<file path="src/design/ssr_pkg.sv">
package ssr_pkg;
  // ---------------------------------------------------------------
  // register offsets (byte addresses)
  // ---------------------------------------------------------------
  localparam logic [7:0] OFS_BAUD_CONTROL = 8'h00;
  localparam logic [7:0] OFS_RX_STATUS_CONTROL = 8'h04;
  localparam logic [7:0] OFS_RATE_DIVISOR_LOW = 8'h08;
  localparam logic [7:0] OFS_RATE_DIVISOR_HIGH = 8'h0c;
  localparam logic [7:0] OFS_TRANSMIT_DATA = 8'h10;
  localparam logic [7:0] OFS_TX_STATUS_CONTROL = 8'h14;
  localparam logic [7:0] OFS_RECEIVE_DATA = 8'h18;
  localparam logic [7:0] OFS_INT_CONTROL = 8'h1c;
  // ---------------------------------------------------------------
  // field positions
  // ---------------------------------------------------------------
  localparam int BIT_PORT_ENABLE = 7;
  localparam int BIT_NINTH_ENABLE = 6;
  localparam int BIT_SINGLE_RX = 5;
  localparam int BIT_CONT_RX = 4;
  localparam int BIT_OVERRUN = 1;
  localparam int BIT_NINTH_BIT = 0;
  localparam int BIT_WIDE_DIVISOR = 3;
  localparam int BIT_CLOCK_MASTER = 7;
  localparam int BIT_SYNC_MODE = 4;
  localparam int BIT_HIGH_SPEED = 2;
  localparam int BIT_RX_FLAG = 1;
  localparam int BIT_RX_INT_ENABLE = 0;
  // ---------------------------------------------------------------
  // reset values and sizes
  // ---------------------------------------------------------------
  localparam logic [7:0] RST_BYTE = 8'h00;
  localparam int FIFO_DEPTH = 2;
  localparam logic [3:0] BITS_NARROW = 4'h8;
  localparam logic [3:0] BITS_WIDE = 4'h9;
  typedef enum logic [2:0] {
    SSR_IDLE = 3'b001,
    SSR_LOW = 3'b010,
    SSR_HIGH = 3'b100
  } ssr_state_type;
endpackage : ssr_pkg

</file>
<file path="src/design/ssr_receiver.sv">
`timescale 1ns/1ns
// Contract
// - single receive alone: master makes exactly one character of clock cycles
// - single receive bit clears itself after one complete character
// - continuous receive: master clocks without pause until software clears it or overrun sets
// - continuous cleared mid character: clock stops at once, partial character dropped
// - both set: single clears after first character, continuous carries on
// - data pin sampled on trailing clock edge, shifted into shift register
// - complete character raises receive flag and enters two-entry FIFO
// - receive data register shows low eight bits of oldest character
// - receive flag stays set while any unread character remains
// - slave mode takes clock from pin, one bit per cycle
// - third character into full FIFO sets overrun, stored data kept
// - during overrun FIFO readable, no new characters accepted
// - overrun in single mode cleared by reading receive data
// - overrun in continuous mode cleared by clearing continuous or port enable
// - nine-bit mode shifts nine bits, ninth bit of oldest shown in status
// - completed character with interrupt enable raises interrupt request
// - master clock rate from 16-bit divisor, high-speed and wide select
// - receive flag read-only, follows FIFO occupancy only
module ssr_receiver
  import ssr_pkg::*;
(
  input wire logic CLK,
  input wire logic RST_N,
  input wire logic PSEL,
  input wire logic PENABLE,
  input wire logic PWRITE,
  input wire logic [7:0] PADDR,
  input wire logic [31:0] PWDATA,
  output logic [31:0] PRDATA,
  output logic PREADY,
  output logic PSLVERR,
  input wire logic DATA_PIN_I,
  input wire logic CLOCK_PIN_I,
  output logic CLOCK_PIN_O,
  output logic CLOCK_PIN_OE,
  output logic RECEIVE_IRQ
);
  // ---------------------------------------------------------------
  // registers
  // ---------------------------------------------------------------
  logic [7:0] baud_control;
  logic [7:0] rx_ctrl;
  logic [7:0] rate_divisor_low;
  logic [7:0] rate_divisor_high;
  logic [7:0] transmit_data;
  logic [7:0] tx_ctrl;
  logic receive_interrupt_enable;
  logic overrun_flag;
  logic overrun_single;
  logic [8:0] fifo_mem [FIFO_DEPTH];
  logic rd_ptr;
  logic wr_ptr;
  logic [1:0] fifo_count;
  logic [8:0] shift_reg;
  logic [3:0] bit_count;
  logic [15:0] div_count;
  logic [1:0] prescale;
  ssr_state_type state;
  logic data_s1, data_s2, clk_s1, clk_s2, clk_s3;
  logic wr_en, rd_en, data_read, fifo_full, char_done, trail_edge;
  logic port_enable, single_rx, cont_rx, nine_bits, master, rx_on;
  logic [3:0] char_bits;
  logic [15:0] divisor;
  logic [1:0] prescale_max;
  logic baud_tick;
  assign port_enable = rx_ctrl[BIT_PORT_ENABLE];
  assign single_rx = rx_ctrl[BIT_SINGLE_RX];
  assign cont_rx = rx_ctrl[BIT_CONT_RX];
  assign nine_bits = rx_ctrl[BIT_NINTH_ENABLE];
  assign master = tx_ctrl[BIT_CLOCK_MASTER];
  assign rx_on = port_enable && (single_rx || cont_rx) && !overrun_flag;
  assign char_bits = nine_bits ? BITS_WIDE : BITS_NARROW;
  assign fifo_full = (fifo_count == 2'(FIFO_DEPTH));
  assign wr_en = PSEL && PENABLE && PWRITE;
  assign rd_en = PSEL && PENABLE && !PWRITE;
  assign data_read = rd_en && (PADDR == OFS_RECEIVE_DATA);
  assign PREADY = 1'b1;
  assign PSLVERR = 1'b0;
  // ---------------------------------------------------------------
  // pin synchronisers
  // ---------------------------------------------------------------
  always_ff @(posedge CLK or negedge RST_N) begin
    if (!RST_N) begin
      data_s1 <= 1'b0;
      data_s2 <= 1'b0;
      clk_s1 <= 1'b0;
      clk_s2 <= 1'b0;
      clk_s3 <= 1'b0;
    end else begin
      data_s1 <= DATA_PIN_I;
      data_s2 <= data_s1;
      clk_s1 <= CLOCK_PIN_I;
      clk_s2 <= clk_s1;
      clk_s3 <= clk_s2;
    end
  end
  // ---------------------------------------------------------------
  // rate generator
  // ---------------------------------------------------------------
  // wide select uses all 16 bits; high speed shortens prescale to 1
  always_comb begin
    divisor = baud_control[BIT_WIDE_DIVISOR] ? {rate_divisor_high, rate_divisor_low}
                                             : {8'h00, rate_divisor_low};
    prescale_max = tx_ctrl[BIT_HIGH_SPEED] ? 2'h0 : 2'h3;
  end
  assign baud_tick = (div_count == 16'h0000) && (prescale == 2'h0);
  always_ff @(posedge CLK or negedge RST_N) begin
    if (!RST_N) begin
      div_count <= 16'h0000;
      prescale <= 2'h0;
    end else if (state == SSR_IDLE) begin
      div_count <= 16'h0000;
      prescale <= 2'h0;
    end else if (div_count == 16'h0000) begin
      div_count <= divisor;
      prescale <= (prescale == 2'h0) ? prescale_max : prescale - 2'h1;
    end else begin
      div_count <= div_count - 16'h0001;
    end
  end
  // ---------------------------------------------------------------
  // shift clock and shift register
  // ---------------------------------------------------------------
  // slave trailing edge is the falling edge seen after synchronising
  assign trail_edge = master ? (state == SSR_HIGH && baud_tick)
                             : (clk_s3 && !clk_s2);
  assign char_done = rx_on && trail_edge && (bit_count == char_bits - 4'h1);
  always_ff @(posedge CLK or negedge RST_N) begin
    if (!RST_N) begin
      state <= SSR_IDLE;
    end else if (!rx_on || !master) begin
      state <= SSR_IDLE;
    end else begin
      case (state)
        SSR_IDLE: state <= SSR_LOW;
        SSR_LOW: if (baud_tick) state <= SSR_HIGH;
        SSR_HIGH: begin
          if (baud_tick) begin
            // single alone stops after last bit continuous keeps going
            if (char_done && !cont_rx) state <= SSR_IDLE;
            else state <= SSR_LOW;
          end
        end
        default: state <= SSR_IDLE;
      endcase
    end
  end
  assign CLOCK_PIN_OE = port_enable && master;
  assign CLOCK_PIN_O = (state == SSR_HIGH);
  always_ff @(posedge CLK or negedge RST_N) begin
    if (!RST_N) begin
      shift_reg <= 9'h000;
      bit_count <= 4'h0;
    end else if (!rx_on) begin
      shift_reg <= 9'h000;
      bit_count <= 4'h0;
    end else if (trail_edge) begin
      shift_reg <= {data_s2, shift_reg[8:1]};
      bit_count <= char_done ? 4'h0 : bit_count + 4'h1;
    end
  end
  // ---------------------------------------------------------------
  // receive fifo
  // ---------------------------------------------------------------
  logic [8:0] new_char;
  assign new_char = nine_bits ? {data_s2, shift_reg[8:1]} : {1'b0, data_s2, shift_reg[8:2]};
  always_ff @(posedge CLK or negedge RST_N) begin
    if (!RST_N) begin
      rd_ptr <= 1'b0;
      wr_ptr <= 1'b0;
      fifo_count <= 2'h0;
      fifo_mem[0] <= 9'h000;
      fifo_mem[1] <= 9'h000;
    end else if (!port_enable) begin
      rd_ptr <= 1'b0;
      wr_ptr <= 1'b0;
      fifo_count <= 2'h0;
    end else begin
      if (char_done && !fifo_full) begin
        fifo_mem[wr_ptr] <= new_char;
        wr_ptr <= ~wr_ptr;
      end
      if (data_read && fifo_count != 2'h0) rd_ptr <= ~rd_ptr;
      fifo_count <= fifo_count + 2'(char_done && !fifo_full)
                    - 2'(data_read && fifo_count != 2'h0);
    end
  end
  // ---------------------------------------------------------------
  // overrun
  // ---------------------------------------------------------------
  always_ff @(posedge CLK or negedge RST_N) begin
    if (!RST_N) begin
      overrun_flag <= 1'b0;
      overrun_single <= 1'b0;
    end else if (char_done && fifo_full) begin
      overrun_flag <= 1'b1;
      overrun_single <= !cont_rx;
    end else if (!port_enable) begin
      overrun_flag <= 1'b0;
    end else if (overrun_single && data_read) begin
      overrun_flag <= 1'b0;
    end else if (!overrun_single && !cont_rx) begin
      overrun_flag <= 1'b0;
    end
  end
  // ---------------------------------------------------------------
  // interrupt
  // ---------------------------------------------------------------
  always_ff @(posedge CLK or negedge RST_N) begin
    if (!RST_N) RECEIVE_IRQ <= 1'b0;
    else RECEIVE_IRQ <= receive_interrupt_enable && (fifo_count != 2'h0);
  end
  // ---------------------------------------------------------------
  // register writes
  // ---------------------------------------------------------------
  always_ff @(posedge CLK or negedge RST_N) begin
    if (!RST_N) begin
      baud_control <= RST_BYTE;
      rx_ctrl <= RST_BYTE;
      rate_divisor_low <= RST_BYTE;
      rate_divisor_high <= RST_BYTE;
      transmit_data <= RST_BYTE;
      tx_ctrl <= RST_BYTE;
      receive_interrupt_enable <= 1'b0;
    end else begin
      if (wr_en) begin
        case (PADDR)
          OFS_BAUD_CONTROL: baud_control <= PWDATA[7:0];
          OFS_RX_STATUS_CONTROL: rx_ctrl <= PWDATA[7:0];
          OFS_RATE_DIVISOR_LOW: rate_divisor_low <= PWDATA[7:0];
          OFS_RATE_DIVISOR_HIGH: rate_divisor_high <= PWDATA[7:0];
          OFS_TRANSMIT_DATA: transmit_data <= PWDATA[7:0];
          OFS_TX_STATUS_CONTROL: tx_ctrl <= PWDATA[7:0];
          OFS_INT_CONTROL: receive_interrupt_enable <= PWDATA[BIT_RX_INT_ENABLE];
          default: ;
        endcase
      end
      // hardware clear wins over a write landing in the same cycle
      if (char_done) begin
        rx_ctrl[BIT_SINGLE_RX] <= 1'b0;
      end
    end
  end
  // ---------------------------------------------------------------
  // register reads
  // ---------------------------------------------------------------
  always_ff @(posedge CLK or negedge RST_N) begin
    if (!RST_N) begin
      PRDATA <= 32'h00000000;
    end else if (PSEL && !PENABLE && !PWRITE) begin
      case (PADDR)
        OFS_BAUD_CONTROL: PRDATA <= {24'h000000, baud_control & 8'h1b};
        OFS_RX_STATUS_CONTROL: PRDATA <= {24'h000000, rx_ctrl[7:4], 2'b00,
                                          overrun_flag, fifo_mem[rd_ptr][8]};
        OFS_RATE_DIVISOR_LOW: PRDATA <= {24'h000000, rate_divisor_low};
        OFS_RATE_DIVISOR_HIGH: PRDATA <= {24'h000000, rate_divisor_high};
        OFS_TX_STATUS_CONTROL: PRDATA <= {24'h000000, tx_ctrl};
        OFS_RECEIVE_DATA: PRDATA <= {24'h000000, fifo_mem[rd_ptr][7:0]};
        OFS_INT_CONTROL: PRDATA <= {30'h00000000, fifo_count != 2'h0,
                                    receive_interrupt_enable};
        default: PRDATA <= 32'h00000000;
      endcase
    end
  end
  // ---------------------------------------------------------------
  // checks
  // ---------------------------------------------------------------
  AST_FLAG_OCC: assert property (@(posedge CLK) disable iff (!RST_N)
    (fifo_count != 2'h0) |=> (RECEIVE_IRQ == $past(receive_interrupt_enable)))
    else $error("irq does not follow fifo");
  AST_SINGLE_CLEAR: assert property (@(posedge CLK) disable iff (!RST_N)
    char_done |=> !rx_ctrl[BIT_SINGLE_RX]) else $error("single not cleared");
  AST_OVR_SET: assert property (@(posedge CLK) disable iff (!RST_N)
    (char_done && fifo_full && port_enable)
    |=> overrun_flag && fifo_count == ($past(data_read) ? 2'h1 : 2'h2))
    else $error("overrun not set");
  AST_OVR_BLOCK: assert property (@(posedge CLK) disable iff (!RST_N)
    overrun_flag |-> !char_done) else $error("char during overrun");
  AST_ABORT: assert property (@(posedge CLK) disable iff (!RST_N)
    ($fell(cont_rx) && !single_rx) |=> state == SSR_IDLE && bit_count == 4'h0)
    else $error("abort not immediate");
  AST_CLK_IDLE: assert property (@(posedge CLK) disable iff (!RST_N)
    !rx_on |=> !CLOCK_PIN_O) else $error("clock runs while idle");
  AST_PE_RESET: assert property (@(posedge CLK) disable iff (!RST_N)
    !port_enable |=> fifo_count == 2'h0 && !overrun_flag) else $error("no port reset");
  AST_OVR_READ: assert property (@(posedge CLK) disable iff (!RST_N)
    (overrun_flag && overrun_single && data_read && port_enable && !char_done)
    |=> !overrun_flag) else $error("overrun not cleared by read");
  // ---------------------------------------------------------------
  // checks on fifo and flow
  // ---------------------------------------------------------------
  // two entries only; a third slot would hide overrun
  AST_FIFO_BOUND: assert property (@(posedge CLK) disable iff (!RST_N)
    fifo_count <= 2'h2)
    else $error("fifo count beyond two");
  // a finished character must land when there is room
  AST_CHAR_STORED: assert property (@(posedge CLK) disable iff (!RST_N)
    (char_done && !fifo_full && port_enable && !data_read)
    |=> fifo_count == $past(fifo_count) + 2'h1) else $error("character not stored");
  // request follows the enable two edges on
  AST_IRQ_RISE: assert property (@(posedge CLK) disable iff (!RST_N)
    (char_done && receive_interrupt_enable)
    |=> ##1 (RECEIVE_IRQ == $past(receive_interrupt_enable))) else $error("no irq");
  // stored data frozen while overrun blocks the receiver
  AST_OVR_KEEP: assert property (@(posedge CLK) disable iff (!RST_N)
    overrun_flag |=> $stable(fifo_mem[0]) && $stable(fifo_mem[1]))
    else $error("fifo changed in overrun");
  // continuous overrun goes once continuous is low
  AST_CONT_CLR: assert property (@(posedge CLK) disable iff (!RST_N)
    (overrun_flag && !overrun_single && !cont_rx) |=> !overrun_flag)
    else $error("overrun not cleared by continuous");
  // no partial character survives a stop
  AST_SHIFT_IDLE: assert property (@(posedge CLK) disable iff (!RST_N)
    !rx_on |=> bit_count == 4'h0 && shift_reg == 9'h000)
    else $error("partial character kept");
  // slave never drives a clock of its own
  AST_NO_CLK_SLAVE: assert property (@(posedge CLK) disable iff (!RST_N)
    !master |=> !CLOCK_PIN_O)
    else $error("clock driven in slave mode");
  // single alone: clock stops after the last bit
  AST_ONE_SHOT: assert property (@(posedge CLK) disable iff (!RST_N)
    (char_done && !cont_rx) |=> state == SSR_IDLE)
    else $error("clock runs past one character");
  // a data read moves to the next character
  AST_READ_POP: assert property (@(posedge CLK) disable iff (!RST_N)
    (data_read && fifo_count != 2'h0 && port_enable) |=> rd_ptr != $past(rd_ptr))
    else $error("read did not advance fifo");
  // flag can only rise with a new character
  AST_EMPTY_HOLD: assert property (@(posedge CLK) disable iff (!RST_N)
    (fifo_count == 2'h0 && !char_done) |=> fifo_count == 2'h0)
    else $error("flag set without character");
  // one bit per trailing edge
  AST_BIT_COUNT: assert property (@(posedge CLK) disable iff (!RST_N)
    (rx_on && trail_edge && !char_done) |=> bit_count == $past(bit_count) + 4'h1)
    else $error("bit not counted");
  // both set: continuous survives the first character
  AST_SINGLE_TO_CONT: assert property (@(posedge CLK) disable iff (!RST_N)
    (char_done && single_rx && cont_rx && !wr_en) |=> cont_rx && !single_rx)
    else $error("continuous lost after first character");
endmodule : ssr_receiver

</file>
<file path="config.mk">
export PLATFORM = sky130hd
export DESIGN_NAME = ssr_receiver
export DESIGN_NICKNAME = d
export VERILOG_FILES = /design/src/design/ssr_pkg.sv /design/src/design/ssr_receiver.sv
export SDC_FILE = /design/constraint.sdc
export NUM_CORES = 1
export LEC_CHECK = 0
export BUFFER_PORTS_ARGS = -buffer_cell sky130_fd_sc_hd__buf_2
export CORE_ASPECT_RATIO = 1.1
export CORE_MARGIN = 2
export CORE_UTILIZATION = 42
export DETAILED_ROUTE_END_ITERATION = 10
export PLACE_DENSITY = 0.73
export SYNTH_ARGS = -nofsm -noshare
export SYNTH_HDL_FRONTEND = slang
export SYNTH_SLANG_ARGS = --single-unit
</file>
<file path="constraint.sdc">
create_clock -name CLK -period 3.16 [get_ports CLK]
set_clock_uncertainty 0.15 [all_clocks]
set_input_delay 0.632 -clock CLK [delete_from_list [all_inputs] [get_ports CLK]]
set_output_delay 0.632 -clock CLK [all_outputs]
set_load 0.005 [all_outputs]
</file>
Word level (Yosys, flattened, before mapping)
Cells that the tools add are included.

Register bits after elaboration: 134. Bits of input ports: 47. Word-level logic and storage cells: 144.

Add/sub/neg operators: 6. Magnitude comparators: 3. Equal/unequal tests: 17. Mux-type cells: 39. Bitwise operators: 4. Reduce and logical (&&, ||, !) cells: 49.

Operators by type and width (number): 2-to-1 mux 9 bit (7); case mux 8 bit (7 select lines) (1); 2-to-1 mux 16 bit (3); equality test 8 x 5 -> 1 bit (second input constant) (3); logical AND 1 bit (22); bitwise mux 18 bit (1); AND reduction 2 bit (9); equality test 8 x 4 -> 1 bit (second input constant) (2); logical NOT 16 bit (1); subtractor 16 x 1 -> 16 bit (second input constant) (1); 2-to-1 mux 2 bit (6); 2-to-1 mux 4 bit (3); 2-to-1 mux 6 bit (2); 2-to-1 mux 1 bit (11); demux 9 bit (select 1 bit) (1); logical NOT 1 bit (9); 2-to-1 mux 3 bit (3); case mux 3 bit (3 select lines) (1); equality test 8 x 3 -> 1 bit (second input constant) (1); logical NOT 8 bit (1); nonzero test 2 bit (4); adder 4 x 1 -> 4 bit (second input constant) (1); equality test 4 bit (1); >= comparator 2 bit (second input constant) (2); other kinds (18) (22).

Longest topological paths before layout
Gate-level depths: netlist (run 1).

Word-level depth: 11. Depth in mapped cells: 13. Mapped depth without buffers: 13.

Least setup slack after synthesis (run 1)
No wires, ideal clock.

Path type: input port to flip-flop. From: in PADDR[5]. To: reg fifo_count[1]. Setup time: 119 ps. Arrival time: 2708 ps. Data required time: 2891 ps. Path slack: 183 ps. Stages on the path: 10. Buffers on the path: 1. Cells stage by stage: or3_1 > buf_2 > nor3_4 > nor4b_1 > ha_1 > inv_1 > ha_1 > xnor2_1 > xnor2_1 > and2_1.

Cells in the longest elaborated chain, start to end: 5.

Ends and longest elaborated chain: start, declared (line ssr_receiver.sv:29) `input wire logic [7:0] PADDR,`; equality test 8 x 5 -> 1 bit (line ssr_receiver.sv:78) `assign data_read = rd_en && (PADDR == OFS_RECEIVE_DATA);`; logical AND 1 bit (line ssr_receiver.sv:78); logical AND 1 bit (line ssr_receiver.sv:187) `- 2'(data_read && fifo_count != 2'h0);`; subtractor 2 x 1 -> 2 bit (line ssr_receiver.sv:187); 2-to-1 mux 2 bit (line ssr_receiver.sv:176) `end else if (!port_enable) begin`; end signal, assigned (line ssr_receiver.sv:186) `fifo_count <= fifo_count + 2'(char_done && !fifo_full)`; end, declared (line ssr_receiver.sv:55) `logic [1:0] fifo_count;`.

No other way between the ends. A chain may end at the register's enable or synchronous reset.

Final worst setup path (run 1)
From: reg div_count[0]. To: reg fifo_count[1].

Cells in the longest elaborated chain, start to end: 10.

Ends and longest elaborated chain: start, declared (line ssr_receiver.sv:58) `logic [15:0] div_count;`; start signal, assigned (line ssr_receiver.sv:117) `div_count <= divisor;`; start signal, assigned (line ssr_receiver.sv:120) `div_count <= div_count - 16'h0001;`; logical NOT 16 bit (line ssr_receiver.sv:108) `assign baud_tick = (div_count == 16'h0000) && (prescale == 2'h0);`; logical AND 1 bit (line ssr_receiver.sv:108); logical AND 1 bit (line ssr_receiver.sv:127) `assign trail_edge = master ? (state == SSR_HIGH && baud_tick)`; 2-to-1 mux 1 bit (line ssr_receiver.sv:127); logical AND 1 bit (2 in a row) (line ssr_receiver.sv:129) `assign char_done = rx_on && trail_edge && (bit_count == char_bits - 4'h1);`; logical AND 1 bit (line ssr_receiver.sv:186); adder 2 x 1 -> 2 bit (line ssr_receiver.sv:186); subtractor 2 x 1 -> 2 bit (line ssr_receiver.sv:187); 2-to-1 mux 2 bit (line ssr_receiver.sv:176).

No other way between the ends.

==> results of run 1 <==
cell type report:
cell class                 instances  area (µm²)
fill                            1115        6474
sequential                       104        2604
multi-input combinational        337        2515
timing repair buffer              50       307.8
clock buffer                      11       252.7
tap                              157       196.4
clock inverter                     5       102.6
inverter                           8       30.03
cell usage in the layout, fill, tap and decap left out, types with 7 or more instances in the layout:
cell	Yosys	final
nor2_1	27	27
a22o_1	11	11
buf_4	27	17
a211oi_1	8	8
mux2_1	15	15
buf_2	4	32
clkbuf_16	0	9
xnor2_1	10	10
mux2_2	53	53
dfrtp_1	103	103
nand3_1	12	12
a21oi_1	19	19
a22oi_1	12	12
nor3_1	10	10
nand2_1	26	26
or3_1	7	7
o21ai_0	8	8
inv_1	8	8
and2_1	9	9
conb_1	2	26
layer usage:
metal | vias up | track usage, % | wire length [µm]
met4 | 0 | 6.481 | 229
met5 | - | 0 | 0
li1 | 1752 | - | -
met1 | 1884 | 23.04 | 5177
met2 | 99 | 30.49 | 6064
met3 | 16 | 3.781 | 479
power groups by stage:
stage	combinational [µW]	clock [µW]	sequential [µW]
final	102	1300	1350
after global routing	114	1370	1350
after CTS	103	1320	1350
after detailed placement	103	0	1380
after global placement	99.6	0	1380
after floorplan	63.7	0	1370
critical path: stages (launching register included):
cell     delay, ns
dfrtp_1       0.41
inv_1         0.09
ha_1          0.18
nor3b_1       0.24
nand4_2       0.22
o31ai_4       0.28
and2_1        0.24
nand2_1       0.09
ha_1          0.27
inv_1         0.04
ha_1          0.17
xnor2_1       0.13
xnor2_1       0.12
and2_1        0.15
cells by family (layout without fill, tap and decap cells):
kind of cell | after synthesis | in the layout | synth area share, %
AOI/OAI and AO/OA | 84 | 84 | 11.52
xor gates and xnor gates | 14 | 14 | 2.299
adders and majority gates | 5 | 5 | 1.173
buffers and inverters | 53 | 74 | 5.724
DFF | 104 | 104 | 48.82
muxes | 72 | 72 | 15.34
other | 2 | 26 | 0.1408
and+or+nand+nor | 136 | 136 | 14.99
stage by stage:
stage / TNS (ns) / total power (µW) / instances
6_report: 0 / 2758 / 672
5_1_grt: 0 / 2837 / 672
4_1_cts: 0 / 2774 / 672
3_5_place_dp: -0.009205 / 1480 / 656
3_3_place_gp: 0 / 1477 / 656
2_1_floorplan: 0 / 1437 / 494
worst min path at each step:
stage          slack [ns]           end  depth (start not counted)
6_report             0.05   fifo_mem[4]                          1
2_1_floorplan        0.18        clk_s2                          0
3_5_place_dp         0.19        clk_s2                          0
4_1_cts              0.05   fifo_mem[4]                          1
3_3_place_gp         0.19        clk_s2                          0
5_1_grt              0.08  fifo_mem[10]                          1
==> results.ini, run 1 <==
[status]
outcome=complete, no violations

[power]
pwr-share-comb_pct=3.7
leakage_uw=0.002922
seq_power_share_pct=49.0
power.density_nw_per_um2=459.0
power.switching_uw=568.0
switching_share_pct=20.60
peakVddDrop_uv=344.4
p_int_uw=2190
p_clk_share_pct=47.3

[timing]
worst_slack_ns=0.2601
hold_viol=0
finalSetupViolations=0
finalCriticalPeriod_ns=2.900
max_slew.worst_pin.slew_ns=0.6818
hold_slack_ns=0.04713
slew_violations=0
period_share_pct=91.77
relSlewSlack_pct=54.55
rsz0062_at_grt=false
timing.fmax_mhz=344.8

[synthesis]
yosysWarnings=0
synth_common_cells=103 x dfrtp_1, 53 x mux2_2, 27 x buf_4, 27 x nor2_1, 26 x nand2_1
synthCells=470
avgSynthCellArea_um2=11.35
ys_seq_area_share_pct=48.82
synth_edf_count=0
synthArstFlopShare_pct=100.0
syn_area_um2=5334
synth_ff_type=dfrtp_1
ys_types=61
synth-seq-cells=104
yosysTopAreaCell=dfrtp_1
yosysMostFrequentCell=dfrtp_1
synthTopCellsByArea=dfrtp_1 48%, mux2_2 11%, buf_4 3.8%
synth_top_cell_area_share_pct=48.32

[detailed_routing]
initialDrtViolationCount=287
first_pass_iters=5
wirelength_mm=11.95
drc_errors=0
antenna_left=0
wl_per_cell_um=17.78
vias_per_cell=5.582
vias=3751

[placement]
pre_cts_ws_ns=-0.009205
place.port_buffers=33
place_area_um2=5653
dp_hpwl_mm=8.657
place.gp.congestion=0.9379

[clock_network]
cts.reportedPaths.clkPinSlew_ns=0.07
postCtsSetupBuffers=0
numCtsBuffers=9
clock-sinks=104
cts_tree=done
ctsResizeCount=0
postCtsHoldBufs=0
clkLatencyLatePin_ns=0.35
h-tree-depth=3
cts_root_buffer=clkbuf_16
cts_buffer_depth=2

[worst_setup_path]
critPathArrivalTime_ns=2.99
reg2regPathDepth=13
endpoint=fifo_count[1]
end_kind=register
timing.rr.end=fifo_count[1]
crit_type=register to register
crit_start=div_count[0]
reg2reg_from=div_count[0]
rrSetupSlack_ns=0.26
crit_required_ns=3.25
start_kind=register
crit_fanout=4

[floorplanning]
fp.dieArea_um2=13620
ios=84
core_area_um2=12480
initial_core_util_pct=42.73
rows=43
die_w_um=111.5
die_h_um=122.2

[global_route]
grt_util_all_layers_pct=18.00
grt_max_degree=77
grt_pass1_vias=3644
grt_overflow=0
grt_pass1_wl_mm=19.18
antenna_found_initial=0

[final_layout]
largest_register=fifo_mem
drive_above_1_share_pct=26.99
areaGrowthSynthToFinish_pct=12.64
final_nets=562
largest_register_ffs=18
post-route-util_pct=48.14
n_antenna_cell=0
final_area_um2=6008
largestRegisters=fifo_mem (18), div_count (16)

[flow_run]
maxCapViolCount=0

[hold_path]
hp-class=input port to asynchronous set/reset pin

Power figures use the tool's default switching activity.
==> run 2, diff against run 1 <==
--- a/config.mk
+++ b/config.mk
@@ -8,9 +8,9 @@
 export BUFFER_PORTS_ARGS = -buffer_cell sky130_fd_sc_hd__buf_2
 export CORE_ASPECT_RATIO = 1.1
 export CORE_MARGIN = 2
-export CORE_UTILIZATION = 42
+export CORE_UTILIZATION = 45
 export DETAILED_ROUTE_END_ITERATION = 10
-export PLACE_DENSITY = 0.73
+export PLACE_DENSITY = 0.77
 export SYNTH_ARGS = -nofsm -noshare
 export SYNTH_HDL_FRONTEND = slang
 export SYNTH_SLANG_ARGS = --single-unit
==> results.ini, run 2 (synthesis results as in run 1) <==
[clock_network]
h-tree-depth=3  ; unchanged
clock-sinks=104  ; unchanged
cts.reportedPaths.clkPinSlew_ns=0.07  ; about the same
postCtsHoldBufs=0  ; unchanged
cts_root_buffer=clkbuf_16  ; unchanged
clkLatencyLatePin_ns=0.35  ; about the same
cts_buffer_depth=2  ; unchanged
numCtsBuffers=9  ; unchanged
cts_tree=done  ; unchanged

[worst_setup_path]
critical_path.top_delay_family=simple AND/OR/NAND/NOR gates  ; unchanged
start_kind=register  ; unchanged
crit_type=register to register  ; unchanged
end_kind=register  ; unchanged
crit_required_ns=3.25  ; about the same
crit_slowest_cell=dfrtp_1  ; unchanged
slowest_delay_ns=0.44  ; was 0.41 ns
crit_fanout=6  ; was 4
worstPathCellList=nor4_2, nand4_2, o31ai_4, and2_1, nand2_1, ha_1, inv_1, ha_1, xnor2_1, xnor2_1, and2_1  ; was inv_1, ha_1, nor3b_1, nand4_2, o31ai_4, and2_1, nand2_1, ha_1, inv_1, ha_1, xnor2_1, xnor2_1, and2_1
worst-path-buf-inv=1  ; was 2
critPathArrivalTime_ns=3.00  ; was 2.99 ns

[global_route]
grt_pass1_wl_mm=20.22  ; was 19.18 mm
grt_util_all_layers_pct=20.31  ; was 18.00%
grt_max_degree=56  ; was 77
grt_overflow=0  ; unchanged
antenna_found_initial=0  ; unchanged
grt_pass1_vias=3900  ; was 3644

[detailed_routing]
wl_per_cell_um=18.45  ; was 17.78 µm
vias=3875  ; was 3751
wirelength_mm=12.29  ; was 11.95 mm
antenna_left=0  ; unchanged
vias_per_cell=5.818  ; was 5.582
initialDrtViolationCount=346  ; was 287
first_pass_iters=6  ; was 5
drc_errors=0  ; unchanged

[final_layout]
final_common_cell=dfrtp_1  ; unchanged
largest_register_ffs=18  ; unchanged
final_cell_mix=103 x dfrtp_1, 53 x mux2_2, 32 x buf_2, 27 x nor2_1  ; unchanged
stdcell_count=666  ; was 672
multi_input_area_um2=2520  ; was 2515 µm²
seqCellArea_um2=2604  ; unchanged
post-route-util_pct=51.57  ; was 48.14%
largestRegisters=fifo_mem (18), div_count (16)  ; unchanged
n_antenna_cell=0  ; unchanged
drive_above_1_share_pct=27.13  ; was 26.99%
final_nets=564  ; was 562
fillerInstances=973  ; was 1115
largest_register=fifo_mem  ; unchanged
areaGrowthSynthToFinish_pct=11.59  ; was 12.64%

[timing]
timing.fmax_mhz=343.2  ; was 344.8 MHz
relSlewSlack_pct=51.21  ; was 54.55%
timing.setup.tns_ns=0  ; unchanged
max_slew.worst_pin.slew_ns=0.7262  ; was 0.6818 ns
finalCriticalPeriod_ns=2.914  ; was 2.900 ns
hold_viol=0  ; unchanged
rsz0062_at_grt=false  ; unchanged
slew_violations=0  ; unchanged
finalSetupViolations=0  ; unchanged
period_share_pct=92.20  ; was 91.77%

[floorplanning]
ios=84  ; unchanged
core_area_um2=11540  ; was 12480 µm²
fp.dieArea_um2=12740  ; was 13620 µm²
rows=41  ; was 43
initial_core_util_pct=46.21  ; was 42.73%
die_w_um=107.8  ; was 111.5 µm
die_h_um=118.2  ; was 122.2 µm

[status]
outcome=complete, no violations  ; unchanged

[power]
power.density_nw_per_um2=428.7  ; was 459.0 nW/µm²
leakage_uw=0.002899  ; was 0.002922 µW
peakVddDrop_uv=288.3  ; was 344.4 µV

[placement]
placed_cells_incl_taps=651  ; was 656
place.port_buffers=33  ; unchanged
place.gp.congestion=0.9191  ; was 0.9379
dp_hpwl_mm=8.781  ; was 8.657 mm

[flow_run]
maxCapViolCount=0  ; unchanged

[hold_path]
hp-class=input port to asynchronous set/reset pin  ; unchanged

==> run 2: final timing paths <==
path	from	endpoint	slack (ns)	cells after the start
min in group CLK	clk_s1	clk_s2	0.20	0
worst max-delay path	div_count[6]	fifo_count[1]	0.25	11
worst min register to register	clk_s1	clk_s2	0.20	0
worst max register to register	div_count[6]	fifo_count[1]	0.25	11
worst min-delay path	RST_N	PRDATA[1]	0.15	1
max in group asynchronous	RST_N	state[0]	1.95	2
==> run 2: cell type report <==
| cell class | instances | area share [%] |
|---|---|---|
| flip-flops and latches | 104 | 43.75 |
| multi-input cells | 337 | 42.34 |
| repair buffers | 52 | 5.424 |
| clock buffers | 10 | 3.847 |
| well taps | 150 | 3.153 |
| clock inverters | 5 | 0.9880 |
| inverters | 8 | 0.5045 |
==> run 2: metal layers <==
layer	vias to the layer above	track usage (%)	share of wire (%)
met4	0	8.093	2.8
li1	1758	-	-
met3	31	3.696	4.3
met1	1957	26.21	42
met5	-	0	0
met2	129	33.65	51
==> run 2: where the power goes <==
part / leakage [µW] / internal, µW / switching [µW]
registers: 0.00144 / 1340 / 10.7
logic: 0.00133 / 31.8 / 71.1
clock network: 0.000135 / 610 / 486
==> run 2: stage by stage <==
| step | worst slack (ns) | instance area [µm²] | hold WS (ns) | total power (µW) |
|---|---|---|---|---|
| final | 0.2465 | 5952 | 0.1521 | 2551 |
| after detailed placement | 0.06715 | 5659 | 0.1879 | 1480 |
| after global placement | 0.1710 | 5659 | 0.1887 | 1477 |
| after floorplan | 0.1830 | 5424 | 0.1812 | 1437 |
| after global routing | 0.05269 | 5952 | 0.2085 | 2627 |
| after CTS | 0.2521 | 5947 | 0.1741 | 2570 |
==> run 2: repair_timing <==
action | CTS | global route
gates resized for setup | 0 | 1
setup buffers | 0 | 0
endpoints found under the setup margin | 0 | 1
==> run 3, diff against run 2 <==
--- a/config.mk
+++ b/config.mk
@@ -6,11 +6,12 @@
 export NUM_CORES = 1
 export LEC_CHECK = 0
 export BUFFER_PORTS_ARGS = -buffer_cell sky130_fd_sc_hd__buf_2
-export CORE_ASPECT_RATIO = 1.1
+export CORE_ASPECT_RATIO = 1.2
 export CORE_MARGIN = 2
 export CORE_UTILIZATION = 45
 export DETAILED_ROUTE_END_ITERATION = 10
 export PLACE_DENSITY = 0.77
+export RECOVER_POWER = 100
 export SYNTH_ARGS = -nofsm -noshare
 export SYNTH_HDL_FRONTEND = slang
 export SYNTH_SLANG_ARGS = --single-unit
==> results.ini, run 3 (synthesis results as in run 1) <==
[status]
outcome=finished with violations  ; was complete, no violations
violations=capacitance limit, slew limit

[floorplanning]
ios=84  ; unchanged
initial_core_util_pct=46.11  ; was 46.21%
die_w_um=103.4  ; was 107.8 µm
die_h_um=123.3  ; was 118.2 µm
fp.dieArea_um2=12740  ; about the same
rows=43  ; was 41
core_area_um2=11570  ; was 11540 µm²

[clock_network]
clkLatencyLatePin_ns=0.35  ; about the same
cts.reportedPaths.clkPinSlew_ns=0.07  ; about the same
h-tree-depth=3  ; unchanged
clock-sinks=104  ; unchanged
ctsResizeCount=0  ; unchanged
postCtsHoldBufs=0  ; unchanged
cts_tree=done  ; unchanged
numCtsBuffers=9  ; unchanged
postCtsSetupBuffers=0  ; unchanged
cts_root_buffer=clkbuf_16  ; unchanged
cts_buffer_depth=2  ; unchanged

[power]
p_total_uw=2514  ; was 2551 µW
power.density_nw_per_um2=427.8  ; was 428.7 nW/µm²
leakage_uw=0.002847  ; was 0.002899 µW
peakVddDrop_uv=301.6  ; was 288.3 µV

[worst_setup_path]
reg2reg_from=div_count[0]  ; was div_count[6]
crit_required_ns=3.27  ; was 3.25 ns
timing.rr.end=state[1]  ; was fifo_count[1]
worstPathCellList=inv_1, ha_1, nor3b_1, nand4_2, clkbuf_1, nor3_1, or4b_2, a31oi_1  ; was nor4_2, nand4_2, o31ai_4, and2_1, nand2_1, ha_1, inv_1, ha_1, xnor2_1, xnor2_1, and2_1
rrSetupSlack_ns=0.22  ; was 0.25 ns
start_kind=register  ; unchanged
end_kind=register  ; unchanged
slowest_delay_ns=0.66  ; was 0.44 ns
crit_fanout=18  ; was 6
critPathArrivalTime_ns=3.06  ; was 3.00 ns
crit_slowest_cell=or4b_2  ; was dfrtp_1
crit_type=register to register  ; unchanged
reg2regPathDepth=8  ; was 11

[detailed_routing]
antenna_left=0  ; unchanged
first_pass_iters=5  ; was 6
wl_per_cell_um=17.91  ; was 18.45 µm
wirelength_mm=12.09  ; was 12.29 mm
vias=3745  ; was 3875
initialDrtViolationCount=211  ; was 346
drc_errors=0  ; unchanged
vias_per_cell=5.548  ; was 5.818

[final_layout]
final_common_cell=dfrtp_1  ; unchanged
largestRegisters=fifo_mem (18), div_count (16)  ; unchanged
largest_register=fifo_mem  ; unchanged
final_cell_mix=103 x dfrtp_1, 53 x mux2_2, 27 x nor2_1, 26 x nand2_1, 26 x conb_1  ; was 103 x dfrtp_1, 53 x mux2_2, 32 x buf_2, 27 x nor2_1
stdcell_count=675  ; was 666
post-route-util_pct=50.81  ; was 51.57%
n_antenna_cell=0  ; unchanged
final_nets=565  ; was 564
largest_register_ffs=18  ; unchanged
areaGrowthSynthToFinish_pct=10.18  ; was 11.59%
drive_above_1_share_pct=23.94  ; was 27.13%

[timing]
slew_violations=43  ; was 0
relSlewSlack_pct=-49.11  ; was 51.21%
finalSetupViolations=0  ; unchanged
finalCriticalPeriod_ns=2.944  ; was 2.914 ns
hold_viol=0  ; unchanged
period_share_pct=93.16  ; was 92.20%
max_slew.worst_pin.slew_ns=2.237  ; was 0.7262 ns
timing.setup.tns_ns=0  ; unchanged
rsz0062_at_grt=false  ; unchanged
timing.fmax_mhz=339.7  ; was 343.2 MHz

[hold_path]
min_to=data_s2
whs_path_depth=0
holdCritStartpoint=data_s1
hp-class=register to register  ; was input port to asynchronous set/reset pin

[global_route]
antenna_found_initial=0  ; unchanged
grt_pass1_wl_mm=19.51  ; was 20.22 mm
grt_util_all_layers_pct=20.22  ; was 20.31%
grt_pass1_vias=3786  ; was 3900
grt_overflow=0  ; unchanged
grt_max_degree=43  ; was 56

[flow_run]
maxCapViolCount=1  ; was 0

[placement]
dp_hpwl_mm=8.909  ; was 8.781 mm
place.gp.congestion=0.8772  ; was 0.9191
placed_cells_incl_taps=659  ; was 651
place.port_buffers=33  ; unchanged

[run 3: cell types whose count changed in the layout (fill, tap and decap cells not counted), moves of 2 or more]
cell,before,now
buf_2,32,25
clkbuf_1,1,13
clkbuf_8,0,3
clkinvlp_4,2,0
clkbuf_2,0,2
and2_1,9,5
and2_0,0,4
clkinv_2,1,3
buf_4,19,14
[run 3: metrics by stage]
stage                     setup WS [ns]  instance area (µm²)  hold WS, ns
after floorplan                  0.1830                 5424       0.1812
after global placement           0.1707                 5663       0.1818
after detailed placement        0.07270                 5663       0.1902
after CTS                        0.2627                 5948       0.1246
after global routing            0.03801                 5877       0.2196
final                            0.2160                 5877       0.2025
[run 3: area by class of cell]
class,count,area (µm²)
tap,157,196.4
clock buffer,13,270.3
inverter,8,30.03
clock inverter,3,15.01
multi-input combinational,337,2476
fill,1063,5690
sequential,104,2604
timing repair buffer,53,285.3
[run 3: worst max path at each step]
stage	slack, ns	from	to
5_1_grt	0.04	div_count[6]	fifo_count[1]
6_report	0.22	div_count[0]	state[1]
2_1_floorplan	0.18	PADDR[5]	fifo_count[1]
3_5_place_dp	0.07	PADDR[1]	fifo_count[1]
3_3_place_gp	0.17	PADDR[1]	fifo_count[1]
4_1_cts	0.26	div_count[0]	fifo_count[1]
[run 3: critical path: cells and delay by family (launching register included)]
kind / cells / cell delay [ns]
adders and majority gates: 1 / 0.25
AOI/OAI and AO/OA: 1 / 0.18
DFF: 1 / 0.39
and+or+nand+nor: 4 / 1.19
buffers and inverters: 2 / 0.71
[run 3: report_power, final]
part / switching (µW) / internal [µW] / leakage [µW] / total, µW
Clock: 469 / 595 / 0.000145 / 1060
Sequential: 9.52 / 1340 / 0.00144 / 1350
Combinational: 68.7 / 29.6 / 0.00127 / 98.3
Total: 547 / 1970 / 0.00285 / 2510
[run 3: per-layer routing]
metal,GRT usage [%],wire [µm],vias to the layer above
li1,-,-,1751
met1,26.12,5088,1871
met2,33.59,6169,104
met3,2.826,461,19
met4,9.046,373,0
met5,0,0,-
